**src/rtl/mtu_regs.svh**
```systemverilog
`ifndef MTU_REGS_SVH
`define MTU_REGS_SVH

// ****************************************************************
// special function register offsets
// ****************************************************************
`define MTU_OFF_PE_STAT      8'h85
`define MTU_OFF_TCTRL        8'h88
`define MTU_OFF_TMODE        8'h89
`define MTU_OFF_T0_LOW       8'h8A
`define MTU_OFF_T1_LOW       8'h8B
`define MTU_OFF_T0_HIGH      8'h8C
`define MTU_OFF_T1_HIGH      8'h8D
`define MTU_OFF_SLOW_CFG     8'h93
`define MTU_OFF_SLOW_TGT_HI  8'h94
`define MTU_OFF_SLOW_TGT_LO  8'h95

// ****************************************************************
// field positions and reset values
// ****************************************************************
`define MTU_STAT_SLOW_BIT    0
`define MTU_CFG_RUN_BIT      0
`define MTU_RST_BYTE         8'h00

// ****************************************************************
// timing counts
// ****************************************************************
`define MTU_SLOW_STEP_CLOCKS 65536

`endif

```
**src/rtl/mtu_pkg.sv**
```systemverilog
package mtu_pkg;

  // ****************************************************************
  // timer0/1 operating modes
  // ****************************************************************
  typedef enum logic [1:0] {
    MTU_MODE_13BIT  = 2'h0,
    MTU_MODE_16BIT  = 2'h1,
    MTU_MODE_RELOAD = 2'h2,
    MTU_MODE_SPLIT  = 2'h3
  } mtu_mode_e_t;

  // ****************************************************************
  // carriers and register layouts
  // ****************************************************************
  typedef struct packed {
    logic [7:0] addr;
    logic       wr;
    logic       rd;
    logic [7:0] wdata;
  } mtu_sfr_req_t;

  typedef struct packed {
    logic timer1_overflow_flag;
    logic timer1_run;
    logic timer0_overflow_flag;
    logic timer0_run;
    logic ext_irq_one_flag;
    logic rsv2;
    logic ext_irq_zero_flag;
    logic rsv0;
  } mtu_tctrl_t;

  typedef struct packed {
    logic [1:0]  rsv76;
    mtu_mode_e_t timer1_mode_field;
    logic [1:0]  rsv32;
    mtu_mode_e_t timer0_mode_field;
  } mtu_tmode_t;

  typedef struct packed {
    logic [3:0] rsv;
    logic       slow_timer_step_select;
    logic       slow_timer_clock_select;
    logic       slow_timer_reload_mode;
    logic       slow_timer_run;
  } mtu_slow_cfg_t;

endpackage : mtu_pkg

```
**src/rtl/mtu_timer_pair.sv**
```systemverilog
`timescale 1ns/1ps

module mtu_timer_pair #(
  parameter bit SPLIT_EN = 1'b1
) (
  input  wire logic               ref_clk_i,
  input  wire logic               rstn_i,
  input  wire mtu_pkg::mtu_mode_e_t mode_i,
  input  wire logic               run_i,
  input  wire logic               run_hi_i,
  input  wire logic               wr_lo_i,
  input  wire logic               wr_hi_i,
  input  wire logic [7:0]         wdata_i,
  output logic      [7:0]         tl_o,
  output logic      [7:0]         th_o,
  output logic                    ovf_o,
  output logic                    ovf_hi_o
);
  import mtu_pkg::*;

  logic [7:0] next_tl;
  logic [7:0] next_th;

  always_comb begin
    next_tl  = tl_o;
    next_th  = th_o;
    ovf_o    = 1'b0;
    ovf_hi_o = 1'b0;
    case (mode_i)
      MTU_MODE_13BIT: begin
        // upper three bits of the low byte are left alone as a plain store
        if (run_i) begin
          next_tl[4:0] = tl_o[4:0] + 5'h01;
          if (tl_o[4:0] == 5'h1F) begin
            next_th = th_o + 8'h01;
            ovf_o   = (th_o == 8'hFF);
          end
        end
      end
      MTU_MODE_16BIT: begin
        if (run_i) begin
          {next_th, next_tl} = {th_o, tl_o} + 16'h0001;
          ovf_o              = ({th_o, tl_o} == 16'hFFFF);
        end
      end
      MTU_MODE_RELOAD: begin
        if (run_i) begin
          if (tl_o == 8'hFF) begin
            next_tl = th_o;
            ovf_o   = 1'b1;
          end else begin
            next_tl = tl_o + 8'h01;
          end
        end
      end
      default: begin
        // timer1 simply holds in this mode
        if (SPLIT_EN) begin
          if (run_i) begin
            next_tl = tl_o + 8'h01;
            ovf_o   = (tl_o == 8'hFF);
          end
          if (run_hi_i) begin
            next_th  = th_o + 8'h01;
            ovf_hi_o = (th_o == 8'hFF);
          end
        end
      end
    endcase
    // software write takes the byte over from counting
    if (wr_lo_i) begin
      next_tl = wdata_i;
    end
    if (wr_hi_i) begin
      next_th = wdata_i;
    end
  end

  always_ff @(posedge ref_clk_i) begin
    if (!rstn_i) begin
      tl_o <= 8'h00;
      th_o <= 8'h00;
    end else begin
      tl_o <= next_tl;
      th_o <= next_th;
    end
  end

endmodule : mtu_timer_pair

```
**src/rtl/mcu_timer_unit.sv**
```systemverilog
`timescale 1ns/1ps
`include "mtu_regs.svh"

// Function
// - timer one runs the mode in bits 5:4
// - timer zero runs the mode in bits 1:0
// - timer one or split high overflow sets flag
// - run bit six gates timer one or split
// - timer zero overflow sets its flag
// - run bit four enables timer zero, else holds, except its split high byte, which runs on bit six
// - external flags set by hardware, software clears
// - slow step every clock or every 65536
// - slow clock from rc or crystal
// - status bit zero; config write clears it
// - reload bit picks automatic or manual mode
// - manual stops and clears run; automatic restarts
// - writing run one while counting restarts
// - target bytes; writing either while counting restarts
module mcu_timer_unit #(
  parameter int SLOW_STEP_CLOCKS = `MTU_SLOW_STEP_CLOCKS
) (
  input  wire logic                  ref_clk_i,
  input  wire logic                  rstn_i,
  input  wire mtu_pkg::mtu_sfr_req_t sfr_req_i,
  input  wire logic                  ext_irq_zero_event_i,
  input  wire logic                  ext_irq_one_event_i,
  input  wire logic                  low_speed_rc_clock_i,
  input  wire logic                  xtal_clock_i,
  output logic      [7:0]            sfr_rdata_o,
  output logic                       timer0_overflow_flag_o,
  output logic                       timer1_overflow_flag_o,
  output logic                       slow_timer_irq_status_o
);
  import mtu_pkg::*;

  localparam logic [15:0] SLOW_PRE_LAST = 16'(SLOW_STEP_CLOCKS - 1);

  // ****************************************************************
  // state
  // ****************************************************************
  mtu_tctrl_t    tctrl,  next_tctrl;
  mtu_tmode_t    tmode,  next_tmode;
  mtu_slow_cfg_t scfg,   next_scfg;
  logic          slow_timer_irq_status, next_slow_timer_irq_status;
  logic [7:0]    slow_timer_target_high, next_slow_timer_target_high;
  logic [7:0]    slow_timer_target_low,  next_slow_timer_target_low;
  logic [15:0]   slow_count, next_slow_count;
  logic [15:0]   slow_pre,   next_slow_pre;
  logic          slow_prev,  next_slow_prev;
  logic [7:0]    next_rdata;

  logic wr_stat, wr_tctrl, wr_tmode, wr_t0l, wr_t1l, wr_t0h, wr_t1h;
  logic wr_scfg, wr_thi, wr_tlo;
  logic [7:0] tl0, th0, tl1, th1;
  logic t0_ovf, t0_ovf_hi, t1_ovf, t0_split;
  logic slow_level, slow_tick, slow_step, slow_hit;

  assign t0_split = (tmode.timer0_mode_field == MTU_MODE_SPLIT);

  // ****************************************************************
  // address decode
  // ****************************************************************
  always_comb begin
    wr_stat  = 1'b0;
    wr_tctrl = 1'b0;
    wr_tmode = 1'b0;
    wr_t0l   = 1'b0;
    wr_t1l   = 1'b0;
    wr_t0h   = 1'b0;
    wr_t1h   = 1'b0;
    wr_scfg  = 1'b0;
    wr_thi   = 1'b0;
    wr_tlo   = 1'b0;
    if (sfr_req_i.wr) begin
      if (sfr_req_i.addr == `MTU_OFF_PE_STAT) begin
        wr_stat = 1'b1;
      end else if (sfr_req_i.addr == `MTU_OFF_TCTRL) begin
        wr_tctrl = 1'b1;
      end else if (sfr_req_i.addr == `MTU_OFF_TMODE) begin
        wr_tmode = 1'b1;
      end else if (sfr_req_i.addr == `MTU_OFF_T0_LOW) begin
        wr_t0l = 1'b1;
      end else if (sfr_req_i.addr == `MTU_OFF_T1_LOW) begin
        wr_t1l = 1'b1;
      end else if (sfr_req_i.addr == `MTU_OFF_T0_HIGH) begin
        wr_t0h = 1'b1;
      end else if (sfr_req_i.addr == `MTU_OFF_T1_HIGH) begin
        wr_t1h = 1'b1;
      end else if (sfr_req_i.addr == `MTU_OFF_SLOW_CFG) begin
        wr_scfg = 1'b1;
      end else if (sfr_req_i.addr == `MTU_OFF_SLOW_TGT_HI) begin
        wr_thi = 1'b1;
      end else if (sfr_req_i.addr == `MTU_OFF_SLOW_TGT_LO) begin
        wr_tlo = 1'b1;
      end
    end
  end

  // ****************************************************************
  // timer0 and timer1
  // ****************************************************************
  mtu_timer_pair #(.SPLIT_EN(1'b1)) u_timer0 (
    .ref_clk_i (ref_clk_i),
    .rstn_i    (rstn_i),
    .mode_i    (tmode.timer0_mode_field),
    .run_i     (tctrl.timer0_run),
    .run_hi_i  (tctrl.timer1_run),
    .wr_lo_i   (wr_t0l),
    .wr_hi_i   (wr_t0h),
    .wdata_i   (sfr_req_i.wdata),
    .tl_o      (tl0),
    .th_o      (th0),
    .ovf_o     (t0_ovf),
    .ovf_hi_o  (t0_ovf_hi)
  );

  // run bit belongs to timer0's high half while timer0 is split
  mtu_timer_pair #(.SPLIT_EN(1'b0)) u_timer1 (
    .ref_clk_i (ref_clk_i),
    .rstn_i    (rstn_i),
    .mode_i    (tmode.timer1_mode_field),
    .run_i     (tctrl.timer1_run & ~t0_split),
    .run_hi_i  (1'b0),
    .wr_lo_i   (wr_t1l),
    .wr_hi_i   (wr_t1h),
    .wdata_i   (sfr_req_i.wdata),
    .tl_o      (tl1),
    .th_o      (th1),
    .ovf_o     (t1_ovf),
    .ovf_hi_o  ()
  );

  // ****************************************************************
  // next state
  // ****************************************************************
  always_comb begin
    next_tctrl                  = tctrl;
    next_tmode                  = tmode;
    next_scfg                   = scfg;
    next_slow_timer_irq_status  = slow_timer_irq_status;
    next_slow_timer_target_high = slow_timer_target_high;
    next_slow_timer_target_low  = slow_timer_target_low;
    next_slow_count             = slow_count;
    next_slow_pre               = slow_pre;
    slow_step                   = 1'b0;
    slow_hit                    = 1'b0;
    // control bytes: software first, hardware sets win afterwards
    if (wr_tctrl) begin
      next_tctrl      = mtu_tctrl_t'(sfr_req_i.wdata);
      next_tctrl.rsv2 = 1'b0;
      next_tctrl.rsv0 = 1'b0;
    end
    if (wr_tmode) begin
      next_tmode = mtu_tmode_t'({2'h0, sfr_req_i.wdata[5:4], 2'h0, sfr_req_i.wdata[1:0]});
    end
    if (t1_ovf || t0_ovf_hi) begin
      next_tctrl.timer1_overflow_flag = 1'b1;
    end
    if (t0_ovf) begin
      next_tctrl.timer0_overflow_flag = 1'b1;
    end
    if (ext_irq_one_event_i) begin
      next_tctrl.ext_irq_one_flag = 1'b1;
    end
    if (ext_irq_zero_event_i) begin
      next_tctrl.ext_irq_zero_flag = 1'b1;
    end
    // slow clock is a plain synchronous input, so a rising edge is one tick
    slow_level     = scfg.slow_timer_clock_select ? xtal_clock_i
                                                  : low_speed_rc_clock_i;
    slow_tick      = slow_level & ~slow_prev;
    next_slow_prev = slow_level;
    if (scfg.slow_timer_run && slow_tick) begin
      if (scfg.slow_timer_step_select) begin
        slow_step     = (slow_pre == SLOW_PRE_LAST);
        next_slow_pre = slow_step ? 16'h0000 : slow_pre + 16'h0001;
      end else begin
        slow_step = 1'b1;
      end
    end
    if (slow_step) begin
      if (slow_count == {slow_timer_target_high, slow_timer_target_low}) begin
        slow_hit        = 1'b1;
        next_slow_count = 16'h0000;
        if (!scfg.slow_timer_reload_mode) begin
          next_scfg.slow_timer_run = 1'b0;
        end
      end else begin
        next_slow_count = slow_count + 16'h0001;
      end
    end
    if (wr_thi) begin
      next_slow_timer_target_high = sfr_req_i.wdata;
    end
    if (wr_tlo) begin
      next_slow_timer_target_low = sfr_req_i.wdata;
    end
    if ((wr_thi || wr_tlo) && scfg.slow_timer_run) begin
      next_slow_count = 16'h0000;
      next_slow_pre   = 16'h0000;
    end
    if (wr_scfg) begin
      next_scfg = mtu_slow_cfg_t'({4'h0, sfr_req_i.wdata[3:0]});
      if (sfr_req_i.wdata[`MTU_CFG_RUN_BIT]) begin
        next_slow_count = 16'h0000;
        next_slow_pre   = 16'h0000;
      end
    end
    if (wr_stat) begin
      next_slow_timer_irq_status = sfr_req_i.wdata[`MTU_STAT_SLOW_BIT];
    end
    if (wr_scfg) begin
      next_slow_timer_irq_status = 1'b0;
    end
    if (slow_hit) begin
      next_slow_timer_irq_status = 1'b1;
    end
    // read data, unmapped offsets answer zero
    next_rdata = `MTU_RST_BYTE;
    if (sfr_req_i.rd) begin
      if (sfr_req_i.addr == `MTU_OFF_PE_STAT) begin
        next_rdata = {7'h00, slow_timer_irq_status};
      end else if (sfr_req_i.addr == `MTU_OFF_TCTRL) begin
        next_rdata = tctrl;
      end else if (sfr_req_i.addr == `MTU_OFF_TMODE) begin
        next_rdata = tmode;
      end else if (sfr_req_i.addr == `MTU_OFF_T0_LOW) begin
        next_rdata = tl0;
      end else if (sfr_req_i.addr == `MTU_OFF_T1_LOW) begin
        next_rdata = tl1;
      end else if (sfr_req_i.addr == `MTU_OFF_T0_HIGH) begin
        next_rdata = th0;
      end else if (sfr_req_i.addr == `MTU_OFF_T1_HIGH) begin
        next_rdata = th1;
      end else if (sfr_req_i.addr == `MTU_OFF_SLOW_CFG) begin
        next_rdata = scfg;
      end else if (sfr_req_i.addr == `MTU_OFF_SLOW_TGT_HI) begin
        next_rdata = slow_timer_target_high;
      end else if (sfr_req_i.addr == `MTU_OFF_SLOW_TGT_LO) begin
        next_rdata = slow_timer_target_low;
      end
    end
  end

  always_ff @(posedge ref_clk_i) begin
    if (!rstn_i) begin
      tctrl                  <= mtu_tctrl_t'(`MTU_RST_BYTE);
      tmode                  <= mtu_tmode_t'(`MTU_RST_BYTE);
      scfg                   <= mtu_slow_cfg_t'(`MTU_RST_BYTE);
      slow_timer_irq_status  <= 1'b0;
      slow_timer_target_high <= `MTU_RST_BYTE;
      slow_timer_target_low  <= `MTU_RST_BYTE;
      slow_count             <= 16'h0000;
      slow_pre               <= 16'h0000;
      slow_prev              <= 1'b0;
      sfr_rdata_o            <= `MTU_RST_BYTE;
    end else begin
      tctrl                  <= next_tctrl;
      tmode                  <= next_tmode;
      scfg                   <= next_scfg;
      slow_timer_irq_status  <= next_slow_timer_irq_status;
      slow_timer_target_high <= next_slow_timer_target_high;
      slow_timer_target_low  <= next_slow_timer_target_low;
      slow_count             <= next_slow_count;
      slow_pre               <= next_slow_pre;
      slow_prev              <= next_slow_prev;
      sfr_rdata_o            <= next_rdata;
    end
  end

  assign timer0_overflow_flag_o  = tctrl.timer0_overflow_flag;
  assign timer1_overflow_flag_o  = tctrl.timer1_overflow_flag;
  assign slow_timer_irq_status_o = slow_timer_irq_status;
endmodule : mcu_timer_unit

```
**config.mk**
```make
export PLATFORM = sky130hd
export DESIGN_NAME = mcu_timer_unit
export DESIGN_NICKNAME = d
export VERILOG_FILES = /design/src/rtl/mtu_pkg.sv /design/src/rtl/mtu_timer_pair.sv /design/src/rtl/mcu_timer_unit.sv
export VERILOG_INCLUDE_DIRS = /design/src /design/src/rtl
export SDC_FILE = /design/constraint.sdc
export NUM_CORES = 1
export LEC_CHECK = 0
export BUFFER_PORTS_ARGS = -buffer_cell sky130_fd_sc_hd__buf_2
export CORE_ASPECT_RATIO = 0.5
export CORE_MARGIN = 1
export CORE_UTILIZATION = 38
export CTS_CLUSTER_DIAMETER = 30
export DETAILED_ROUTE_END_ITERATION = 7
export PLACE_DENSITY_LB_ADDON = 0.2
export SLEW_MARGIN = 20
export SYNTH_ARGS = -nofsm -noshare
export SYNTH_HDL_FRONTEND = slang
export SYNTH_HIERARCHICAL = 1
export SYNTH_SLANG_ARGS = --single-unit
```
**constraint.sdc**
```tcl
create_clock -name ref_clk_i -period 3.94 [get_ports ref_clk_i]
set_clock_uncertainty 0.1 [all_clocks]
set_input_delay 0.788 -clock ref_clk_i [delete_from_list [all_inputs] [get_ports ref_clk_i]]
set_output_delay 0.788 -clock ref_clk_i [all_outputs]
set_load 0.02 [all_outputs]
```
==> flow_summary.json <==
{
  "rsz0062_at_grt": "false",
  "ir_drop_mv": 0.2248,
  "first_global_vias": 5243,
  "globalplace.congestion": 0.8587,
  "die_y_um": 94.91,
  "grt_usage": 0.2098,
  "cts_setup_buffers": 0,
  "setup.worst_path.start_class": "primary input",
  "dr_total_vias": 5880,
  "first_pass_iters": 5,
  "syn_inst": 770,
  "min_period_ns": 2.881,
  "syn_avg_cell_area_um2": 8.520,
  "layout-drive-gt1-share": 0.1373,
  "slew-limit-headroom": 0.3018,
  "routed_via_density": 5.759,
  "hold_buffers": 0,
  "syn_nets": 811,
  "drt-total-wl_um": 18530,
  "post_dp_cell_area_mm2": 0.006883,
  "dieArea_mm2": 0.01782,
  "netlist_area_mm2": 0.006560,
  "post-route-util": 0.4309,
  "fmax_mhz": 347.0,
  "ios": 35,
  "grt_pass1_wl_um": 29160,
  "cp-end-kind": "register",
  "p_per_area_mw_per_mm2": 286.8,
  "final_cell_area_mm2": 0.007171,
  "grt_overflow": 0,
  "drv_slew": 0,
  "maxCapViolCount": 0,
  "start_util": 0.3942,
  "cts_tree": "built",
  "worstSetupPathType": "in -> reg",
  "io_buffers": 34,
  "nets": 830,
  "cts_resized": 0,
  "clockRootBuffer": "clkbuf_16",
  "die_w_um": 187.8,
  "crit_path_max_fanout": 9,
  "antenna_found_initial": 0,
  "htree_levels": 3,
  "yosysWarnings": 6,
  "worst_ep_required_time_ns": 4.11,
  "rows": 33,
  "hpwl_um": 13270,
  "area_delta_synth_final_pct": 9.308,
  "clk_pin_slew_ns": 0.08,
  "drtIter0Drc": 400,
  "worst_slew_pin_slew_ns": 1.045,
  "p_leak_nw": 2.606,
  "clock_path_buffers": 2,
  "clock-sinks": 104,
  "finalHoldViolCount": 0,
  "wire_per_inst_um": 18.15,
  "timing.final.crit_share": 0.7313,
  "clock_latency_ns": 0.36,
  "drc": 0,
  "status": "completed",
  "postRouteAntennaNets": 0,
  "grt_max_degree": 42,
  "setup_viol": 0,
  "setup-tns-final_ns": 0,
  "hp-class": "reg -> reg",
  "numCtsBuffers": 9,
  "core_area_mm2": 0.01664,
  "arrival_ns": 3.05,
  "antenna_cells": 0
}
## per-layer routing
layer / up-vias / wire length, µm / part of all wire / track usage
li1: 2866 / - / - / -
met1: 2844 / 9333 / 0.50 / 0.2983
met2: 151 / 7972 / 0.43 / 0.3238
met3: 19 / 971 / 0.052 / 0.04162
met4: 0 / 257 / 0.014 / 0.05149
met5: - / 0 / 0 / 0
## through the flow
| stage | cells | worst slack [ns] | hold slack (ns) | total power, mW |
|---|---|---|---|---|
| 3_3_place_gp | 1005 | 0.7919 | 0.3632 | 1.187 |
| 2_1_floorplan | 770 | 0.7598 | 0.3488 | 1.140 |
| 6_report | 1021 | 1.059 | 0.3957 | 2.056 |
| 4_1_cts | 1021 | 1.070 | 0.3982 | 2.084 |
| 5_1_grt | 1021 | 0.8611 | 0.4193 | 2.127 |
| 3_5_place_dp | 1005 | 0.7034 | 0.3872 | 1.187 |
## placed cells by master (no fill, tap or decap), types with 13 or more instances in the layout
| master | instances |
|---|---|
| o31ai_1 | 15 |
| buf_2 | 34 |
| o21ai_0 | 40 |
| nand3_1 | 34 |
| inv_1 | 26 |
| mux2_2 | 17 |
| ha_1 | 17 |
| dfxtp_1 | 104 |
| xnor2_1 | 21 |
| a21oi_1 | 51 |
| nor2b_1 | 29 |
| and3_1 | 15 |
| xor2_1 | 31 |
| nor2_1 | 46 |
| nand2_1 | 64 |
| nor3_1 | 13 |
| mux2i_1 | 30 |
## path summary, 6_finish.rpt
path / from / to / slack [ns] / cells after the start
worst max-delay path: sfr_req_i[15] / u_timer1/tl_o[4]$_SDFFE_PN0P_ / 1.06 / 9
worst min-delay path: slow_count[15]$_SDFF_PN0_ / slow_count[15]$_SDFF_PN0_ / 0.40 / 2
worst max register to register: u_timer0/tl_o[0]$_SDFFE_PN0P_ / u_timer0/th_o[4]$_SDFFE_PN0P_ / 1.17 / 9
worst min register to register: slow_count[15]$_SDFF_PN0_ / slow_count[15]$_SDFF_PN0_ / 0.40 / 2
## report_power, final
part	internal [mW]	total (mW)	switching (mW)	leakage, nW
clock	0.455	0.893	0.438	0.144
combinational	0.0349	0.107	0.0723	1.62
sequential	1.05	1.06	0.00308	0.838
## registers in the layout (all words and copies together), names as in the netlist, 4 cells and up
name and cells:
slow_count 16, slow_pre 16, sfr_rdata_o 8, slow_timer_target_high 8, slow_timer_target_low 8, u_timer0/th_o 8
u_timer0/tl_o 8, u_timer1/th_o 8, u_timer1/tl_o 8, scfg 4, tctrl 4, tmode 4
## final cells by class
class / instances / area [µm²]
fill: 1677 / 9469
multi-input combinational: 604 / 4178
sequential: 104 / 2082
tap: 227 / 284.0
clock buffer: 10 / 239.0
timing repair buffer: 43 / 237.7
inverter: 27 / 101.3
clock inverter: 6 / 48.80
## worst max-delay path, stage by stage
cell,delay [ns]
buf_2,0.10
or3b_1,0.52
nor4_1,0.28
buf_4,0.20
and3_1,0.18
clkinv_1,0.21
nand2_2,0.22
nand3_1,0.18
o41ai_2,0.35
(Power assumes the default switching activity.)
